$ cat config.mk
export PLATFORM = sky130hd
export DESIGN_NAME = crsw_route_select
export DESIGN_NICKNAME = d
export VERILOG_FILES = /design/src/hw/crsw_pkg.sv /design/src/hw/crsw_route_select.sv
export VERILOG_INCLUDE_DIRS = /design/src /design/src/hw
export SDC_FILE = /design/constraint.sdc
export NUM_CORES = 1
export LEC_CHECK = 0
export ABC_AREA = 1
export ABC_CLOCK_PERIOD_IN_PS = 11800
export BUFFER_PORTS_ARGS = -buffer_cell sky130_fd_sc_hd__clkbuf_2
export CORE_MARGIN = 1.5
export CORE_UTILIZATION = 60
export CTS_CLUSTER_DIAMETER = 30
export CTS_CLUSTER_SIZE = 16
export DETAILED_ROUTE_END_ITERATION = 10
export GPL_TIMING_DRIVEN = 0
export PLACE_DENSITY = 0.8
export SKIP_LAST_GASP = 1
export SYNTH_ARGS = -nofsm -noshare
export SYNTH_HDL_FRONTEND = slang
export SYNTH_SLANG_ARGS = --single-unit
$ cat constraint.sdc
create_clock -name core_clk -period 11.8 [get_ports core_clk]
set_input_delay 3.54 -clock core_clk [delete_from_list [all_inputs] [get_ports core_clk]]
set_output_delay 3.54 -clock core_clk [all_outputs]
set_load 0.02 [all_outputs]
$ cat src/hw/crsw_defs.svh
// Offsets, field positions, reset values and the illegal mode code for the crosspoint route decode.
// Assumes inclusion by bare name in the design file; definitions only.
//
// Operation
// - Fast enable low means standby, outputs off.
// - Fast bundling picks quad, dual or single.
// - Fast bundling code 11 ignored, old kept.
// - Fast quad: low two bits pick source.
// - Fast dual: three bits pick channel pair.
// - Fast single: four bits pick one channel.
// - Side enable low connects no side line.
// - Side bundling picks quad, dual or single.
// - Side bundling code 11 ignored, old kept.
// - Side quad: low two bits pick source.
// - Side dual: A/C or B/D line pairs.
// - Side single: four bits pick one line.
`ifndef CRSW_DEFS_SVH
`define CRSW_DEFS_SVH

// ==========================================
// Register map
`define CRSW_FAST_ROUTE_CONTROL_OFS 8'h00
`define CRSW_SIDE_ROUTE_CONTROL_OFS 8'h01
`define CRSW_FAST_ROUTE_CONTROL_RST 8'h40
`define CRSW_SIDE_ROUTE_CONTROL_RST 8'h40

// ==========================================
// Field layout, shared by both control registers
`define CRSW_ON_BIT 6
`define CRSW_MODE_HI 5
`define CRSW_MODE_LO 4
`define CRSW_PICK_HI 3
`define CRSW_PICK_LO 0
`define CRSW_ILLEGAL_MODE 2'h3

`endif

$ cat src/hw/crsw_pkg.sv
// Types shared by the crosspoint route decode.
// Assumes nothing beyond a SystemVerilog compiler.
package crsw_pkg;

  typedef enum logic [1:0] {
    crsw_quad = 2'h0,
    crsw_dual = 2'h1,
    crsw_single = 2'h2
  } crsw_bundle_type;

endpackage

$ cat src/hw/crsw_route_select.sv
// Control decode and routing fabric for a four-source crosspoint switch.
// Assumes the serial control port has been decoded into register read and write
// strobes on core_clk, and that channel and side lines are asynchronous levels.
// Channel and line index is source times four plus channel, A0 first and D3 last.
`timescale 1ns/100ps
`include "crsw_defs.svh"

module crsw_route_select
(
  // Clock and reset
  input wire logic core_clk,
  input wire logic rstn,
  // Register access
  input wire logic reg_wr_en,
  input wire logic reg_rd_en,
  input wire logic [7:0] reg_addr,
  input wire logic [7:0] reg_wr_data,
  output logic [7:0] reg_rd_data,
  // Fast channels
  input wire logic [15:0] fast_in,
  output logic [3:0] fast_out,
  output logic fast_standby,
  // Side lines
  input wire logic [15:0] side_in,
  output logic [3:0] side_common_lines,
  output logic [3:0] side_common_oe_n
);

  // ==========================================
  // Reset release
  logic [1:0] rst_sync_q;
  logic rst_n;

  always_ff @(posedge core_clk or negedge rstn)
  begin
    if (!rstn)
      rst_sync_q <= 2'h0;
    else
      rst_sync_q <= {rst_sync_q[0], 1'b1};
  end

  assign rst_n = rst_sync_q[1];

  // ==========================================
  // Functions

  // A write carrying the illegal bundling code leaves the held mode alone.
  function automatic crsw_pkg::crsw_bundle_type next_mode(input logic [1:0] wr_mode,
                                                         input crsw_pkg::crsw_bundle_type old);
    if (wr_mode == `CRSW_ILLEGAL_MODE)
      next_mode = old;
    else
      next_mode = crsw_pkg::crsw_bundle_type'(wr_mode);
  endfunction

  function automatic logic [7:0] pack_reg(input logic on, input crsw_pkg::crsw_bundle_type mode,
                                          input logic [3:0] pick);
    pack_reg = {1'b0, on, mode, pick};
  endfunction

  // Quad and single decodes serve both fabrics; only the dual pairing differs.
  function automatic logic [3:0] quad_route(input logic [15:0] lines, input logic [1:0] src);
    quad_route = lines[{src, 2'h0} +: 4];
  endfunction

  function automatic logic [3:0] single_route(input logic [15:0] lines, input logic [3:0] pick);
    single_route = {4{lines[pick]}};
  endfunction

  // Each picked channel drives both lines of its output pair, so a receiver wired
  // to either line of the pair sees it.
  function automatic logic [3:0] fast_dual_route(input logic [15:0] lines,
                                                 input logic [2:0] pair);
    fast_dual_route = {{2{lines[{pair, 1'b1}]}}, {2{lines[{pair, 1'b0}]}}};
  endfunction

  // Side pairs join source A with C and B with D; A or B takes the low common pair.
  function automatic logic [3:0] side_dual_route(input logic [15:0] lines,
                                                 input logic [2:0] pair);
    side_dual_route = {{2{lines[{1'b1, pair}]}}, {2{lines[{1'b0, pair}]}}};
  endfunction

  // ==========================================
  // Control registers
  logic fast_path_on_q;
  crsw_pkg::crsw_bundle_type fast_bundling_mode_q;
  logic [3:0] fast_source_pick_q;
  logic side_path_on_q;
  crsw_pkg::crsw_bundle_type side_bundling_mode_q;
  logic [3:0] side_source_pick_q;
  logic fast_wr;
  logic side_wr;
  // Reset fields are cut from the register reset words, so both stay in step.
  localparam logic [7:0] fast_rst_val = `CRSW_FAST_ROUTE_CONTROL_RST;
  localparam logic [7:0] side_rst_val = `CRSW_SIDE_ROUTE_CONTROL_RST;

  assign fast_wr = reg_wr_en && (reg_addr == `CRSW_FAST_ROUTE_CONTROL_OFS);
  assign side_wr = reg_wr_en && (reg_addr == `CRSW_SIDE_ROUTE_CONTROL_OFS);

  always_ff @(posedge core_clk or negedge rst_n)
  begin
    if (!rst_n)
      fast_path_on_q <= fast_rst_val[`CRSW_ON_BIT];
    else if (fast_wr)
      fast_path_on_q <= reg_wr_data[`CRSW_ON_BIT];
  end

  always_ff @(posedge core_clk or negedge rst_n)
  begin
    if (!rst_n)
      fast_bundling_mode_q <=
        crsw_pkg::crsw_bundle_type'(fast_rst_val[`CRSW_MODE_HI:`CRSW_MODE_LO]);
    else if (fast_wr)
      fast_bundling_mode_q <= next_mode(reg_wr_data[`CRSW_MODE_HI:`CRSW_MODE_LO],
                                        fast_bundling_mode_q);
  end

  always_ff @(posedge core_clk or negedge rst_n)
  begin
    if (!rst_n)
      fast_source_pick_q <= fast_rst_val[`CRSW_PICK_HI:`CRSW_PICK_LO];
    else if (fast_wr)
      fast_source_pick_q <= reg_wr_data[`CRSW_PICK_HI:`CRSW_PICK_LO];
  end

  always_ff @(posedge core_clk or negedge rst_n)
  begin
    if (!rst_n)
      side_path_on_q <= side_rst_val[`CRSW_ON_BIT];
    else if (side_wr)
      side_path_on_q <= reg_wr_data[`CRSW_ON_BIT];
  end

  always_ff @(posedge core_clk or negedge rst_n)
  begin
    if (!rst_n)
      side_bundling_mode_q <=
        crsw_pkg::crsw_bundle_type'(side_rst_val[`CRSW_MODE_HI:`CRSW_MODE_LO]);
    else if (side_wr)
      side_bundling_mode_q <= next_mode(reg_wr_data[`CRSW_MODE_HI:`CRSW_MODE_LO],
                                        side_bundling_mode_q);
  end

  always_ff @(posedge core_clk or negedge rst_n)
  begin
    if (!rst_n)
      side_source_pick_q <= side_rst_val[`CRSW_PICK_HI:`CRSW_PICK_LO];
    else if (side_wr)
      side_source_pick_q <= reg_wr_data[`CRSW_PICK_HI:`CRSW_PICK_LO];
  end

  // ==========================================
  // Register read-back
  // Unmapped addresses read as zero so software sees a defined value.
  // A read and a write of one register in the same cycle return the old value.
  always_ff @(posedge core_clk or negedge rst_n)
  begin
    if (!rst_n)
      reg_rd_data <= 8'h00;
    else if (reg_rd_en)
    begin
      case (reg_addr)
        `CRSW_FAST_ROUTE_CONTROL_OFS:
          reg_rd_data <= pack_reg(fast_path_on_q, fast_bundling_mode_q, fast_source_pick_q);
        `CRSW_SIDE_ROUTE_CONTROL_OFS:
          reg_rd_data <= pack_reg(side_path_on_q, side_bundling_mode_q, side_source_pick_q);
        default:
          reg_rd_data <= 8'h00;
      endcase
    end
  end

  // ==========================================
  // Input synchronisers
  // Three stages with an agreement filter: the first stage may be metastable and
  // is read only by the second, so a change counts once stages two and three match.
  logic [31:0] pin_s1_q;
  logic [31:0] pin_s2_q;
  logic [31:0] pin_s3_q;
  logic [31:0] pin_clean_q;
  logic [15:0] fast_clean;
  logic [15:0] side_clean;

  genvar gi;
  generate
    for (gi = 0; gi < 32; gi = gi + 1)
    begin : g_sync
      always_ff @(posedge core_clk or negedge rst_n)
      begin
        if (!rst_n)
        begin
          pin_s1_q[gi] <= 1'b0;
          pin_s2_q[gi] <= 1'b0;
          pin_s3_q[gi] <= 1'b0;
        end
        else
        begin
          pin_s1_q[gi] <= (gi < 16) ? fast_in[gi % 16] : side_in[gi % 16];
          pin_s2_q[gi] <= pin_s1_q[gi];
          pin_s3_q[gi] <= pin_s2_q[gi];
        end
      end

      // Stages that disagree hold the old level, so pulses under two cycles may vanish.
      always_ff @(posedge core_clk or negedge rst_n)
      begin
        if (!rst_n)
          pin_clean_q[gi] <= 1'b0;
        else if (pin_s2_q[gi] == pin_s3_q[gi])
          pin_clean_q[gi] <= pin_s3_q[gi];
      end
    end
  endgenerate

  assign fast_clean = pin_clean_q[15:0];
  assign side_clean = pin_clean_q[31:16];

  // ==========================================
  // Fast fabric
  // Pick bits unused in quad and dual mode are kept and read back, not cleared.
  logic [3:0] fast_route;

  always_comb
  begin
    fast_route = 4'h0;
    case (fast_bundling_mode_q)
      crsw_pkg::crsw_quad:
        fast_route = quad_route(fast_clean, fast_source_pick_q[1:0]);
      // even to lower pair, odd to upper
      crsw_pkg::crsw_dual:
        fast_route = fast_dual_route(fast_clean, fast_source_pick_q[2:0]);
      crsw_pkg::crsw_single:
        fast_route = single_route(fast_clean, fast_source_pick_q);
      default:
        fast_route = 4'h0;
    endcase
  end

  always_ff @(posedge core_clk or negedge rst_n)
  begin
    if (!rst_n)
      fast_out <= 4'h0;
    else
      fast_out <= fast_path_on_q ? fast_route : 4'h0;
  end

  always_ff @(posedge core_clk or negedge rst_n)
  begin
    if (!rst_n)
      fast_standby <= 1'b0;
    else
      fast_standby <= !fast_path_on_q;
  end

  // ==========================================
  // Side fabric
  // Side lines are modelled one way only, from the source lines to the common lines.
  logic [3:0] side_route;

  always_comb
  begin
    side_route = 4'h0;
    case (side_bundling_mode_q)
      crsw_pkg::crsw_quad:
        side_route = quad_route(side_clean, side_source_pick_q[1:0]);
      // A/B low pair, C/D high pair
      crsw_pkg::crsw_dual:
        side_route = side_dual_route(side_clean, side_source_pick_q[2:0]);
      crsw_pkg::crsw_single:
        side_route = single_route(side_clean, side_source_pick_q);
      default:
        side_route = 4'h0;
    endcase
  end

  always_ff @(posedge core_clk or negedge rst_n)
  begin
    if (!rst_n)
      side_common_lines <= 4'h0;
    else
      side_common_lines <= side_path_on_q ? side_route : 4'h0;
  end

  always_ff @(posedge core_clk or negedge rst_n)
  begin
    if (!rst_n)
      side_common_oe_n <= 4'hf;
    else
      side_common_oe_n <= side_path_on_q ? 4'h0 : 4'hf;
  end

endmodule // crsw_route_select

==> flow_summary.yaml <==
yosys:
  synth.area.top_cells: "dfrtp_1, nand3_1, nand2_1"
  yosys_warnings: 0
  synth_compound_area_frac: 0.0226
  yosysTopAreaCellShare: 0.715
  synth.largest_area_cell: "dfrtp_1"
  synth_mux_area_frac: 0
  avgSynthCellArea_sq_um: 12.3
  synth_xor_xnor_area_share: 0
  synth_top_family_by_area: "simple AND/OR/NAND/NOR gates"
  synth.net_count: 502
  netlist_area_sq_mm: 0.00553
  synth_cells: 450
  yosys.area_share.simple: 0.155
  synthAdderAreaFrac: 0.0579
  synth-seq-cells: 161
  synthDistinctLibCells: 23
  yosysSeqAreaShare: 0.730
sta:
  final.min_clock_period_ps: 4870
  rsz0062_at_grt: "no"
  hold_viol: 0
  tns_ps: 0
  clock_skew_ps: 8.00
  setup_viol: 0
  tightest_slew_ps: 726
  max_slew_margin: 0.516
  fmax_mhz: 205
  fin_crit_sh: 0.413
  drv_slew: 0
route:
  drc: 8
  via_count: 3512
  routedWlPerCell_um: 14.9
  drtAntennaViolNets: 0
  via_per_inst: 5.31
  drt-initial-drc-count: 266
  wirelength_mm: 9.85
  dr.pass1.iters: 9
power_and_ir_drop:
  p_comb_frac: 0.058
  p_int_mw: 0.895
  power_per_cell_area_mw_per_mm2: 182
  vdd_drop_max_mv: 0.124
  power.total_mw: 1.21
  seqPwrFrac: 0.505
  swShare: 0.259
  clkPwrFrac: 0.437
  p_leak_nw: 3.17
  p_switching_mw: 0.313
clocking:
  cts_tree: "yes"
  path_clk_slew_ps: 70
  clk_latency_ps: 520
  ctsHoldBuffers: 0
  postCtsSetupBuffers: 0
  cts_resized: 0
  clock_sink_count: 161
  root_buffer: "clkbuf_8"
  numCtsBuffers: 17
  cts_buffer_depth: 2
  clock_tree.htree_level_count: 4
outcome:
  violations: "design-rule violations"
  status: "complete, but fails checks"
floorplan:
  die_height_um: 99.0
  pin_count: 73
  start_util: 0.628
  die_area_sq_mm: 0.00980
  num_rows: 34
  die_w_um: 99.0
  core_sq_mm: 0.00881
global_routing:
  first_global_vias: 3473
  grt_overflow: 0
  antenna_found_initial: 0
  grt_pass1_wl_mm: 16.6
  grt_use_total: 0.225
  grt_max_degree: 62
final_layout:
  antenna_cells: 0
  fillers: 562
  final_nets: 593
  drive_gt1_frac: 0.233
  multi_input_area_sq_mm: 0.00131
  area_growth_syn_to_layout_pct: 20.4
  regArea_sq_mm: 0.00404
worst_setup_path:
  critPathKind: "reg2out"
  cp_slowest_cell: "dfstp_2"
  path_buf_inv: 2
  critical_path.cell_chain: "buf_4 -> clkbuf_2"
  startpoint_type: "register"
  regToRegSetupSlack_ps: 10130
  cp.arrival_ps: 1330
  endpoint_kind: "output port"
  crit_fanout: 4
  critPathMaxStageDelay_ps: 550
  crit_family: "flip-flops"
  required_ps: 8260
place:
  hpwl_mm: 6.59
  portBuffers: 70
  gp_congestion: 0.886
job:
  drv_cap: 0
min_path:
  hold_class: "reg2reg"
[power by group through the flow]
stage / sequential (mW) / clock [mW] / combinational, mW
after floorplan: 0.620 / 0 / 0.0391
after global placement: 0.625 / 0 / 0.0602
after detailed placement: 0.620 / 0 / 0.0706
after CTS: 0.611 / 0.538 / 0.0714
after global routing: 0.615 / 0.563 / 0.0798
final: 0.610 / 0.528 / 0.0707
[state kept, by name, summed over array words and instances, names as in the netlist]
register,cells
pin_clean_q,16
side_common_oe_n,1
rst_sync_q,2
fast_standby,1
fast_out,4
fast_path_on_q,1
fast_bundling_mode_q,2
fast_source_pick_q,4
fast_clean,16
reg_rd_data,7
pin_s1_q,32
side_common_lines,4
side_bundling_mode_q,2
pin_s3_q,32
side_path_on_q,1
pin_s2_q,32
side_source_pick_q,4
[placed cells by master (no fill, tap or decap), types with 3 or more instances in the layout]
| cell | n |
|---|---|
| nor2_1 | 15 |
| dfstp_2 | 3 |
| nand2_2 | 3 |
| clkbuf_1 | 3 |
| a31oi_1 | 7 |
| clkbuf_16 | 16 |
| clkbuf_2 | 70 |
| inv_1 | 25 |
| maj3_1 | 32 |
| buf_4 | 6 |
| buf_2 | 6 |
| o21ai_0 | 12 |
| dfrtp_1 | 157 |
| nand3_1 | 75 |
| nand2_1 | 93 |
| inv_8 | 5 |
| clkinv_8 | 4 |
[area by class of cell]
cell class	count	area share
Multi-Input combinational cell	247	0.196
Buffer	15	0.0130
Clock inverter	14	0.0244
Tap cell	108	0.0203
Sequential cell	161	0.607
Inverter	27	0.0152
Clock buffer	18	0.0643
Timing Repair Buffer	72	0.0598
[per-layer routing]
layer | track usage | wire length [um]
met1 | 0.331 | 4700
met2 | 0.327 | 4440
met4 | 0.0824 | 128
met5 | 0 | 0
met3 | 0.0631 | 579
[through the flow]
step / cells / instance area (sq um) / worst slack, ps / hold slack [ps] / utilization
detailed placement: 630 / 6060 / 7000 / 335 / 0.689
CTS: 662 / 6660 / 6910 / 351 / 0.756
global route: 662 / 6660 / 6870 / 352 / 0.756
floorplan: 450 / 5530 / 6990 / 331 / -
global placement: 628 / 6010 / 5830 / 332 / 0.683
finish: 662 / 6660 / 6930 / 349 / 0.756
[cells by family after synthesis]
kind of cell,Yosys count
buffers and inverters,42
DFF,161
AOI/OAI and AO/OA,22
adders and majority gates,32
other,2
and+or+nand+nor,191
[worst register-to-register path: stages (launching register included)]
cell and delay, ps:
dfrtp_1 480, clkbuf_1 480, nand3_1 140, nand3_1 120, nand2_1 80, nand2_1 80
nand3_1 90, nand2_1 70, inv_1 40
[cells in the mapped netlist]
cell type,n
dfrtp_1,158
nand2_1,93
nand3_1,75
maj3_1,32
inv_1,25
nor2_1,15
o21ai_0,12
a31oi_1,7
buf_2,6
buf_4,6
clkbuf_1,3
dfstp_2,3
nand2_2,3
conb_1,2
inv_2,2
a21oi_1,1
a21oi_2,1
nand3b_1,1
nor2_2,1
nor3_4,1
nor3b_4,1
o21a_1,1
or2_1,1
[path summary, 6_finish.rpt]
kind,end,startpoint,cells past startpoint
setup / recovery,side_common_oe_n[1],side_common_oe_n[2],2
hold / removal,pin_s2_q[10],pin_s1_q[10],0
setup reg to reg,fast_out[3],fast_source_pick_q[1],8
hold reg to reg,pin_s2_q[10],pin_s1_q[10],0
max in group asynchronous,rst_sync_q[1],rstn,1
min in group asynchronous,pin_s2_q[14],rst_sync_q[1],0
Note: power is estimated with default switching activity, not from simulation.
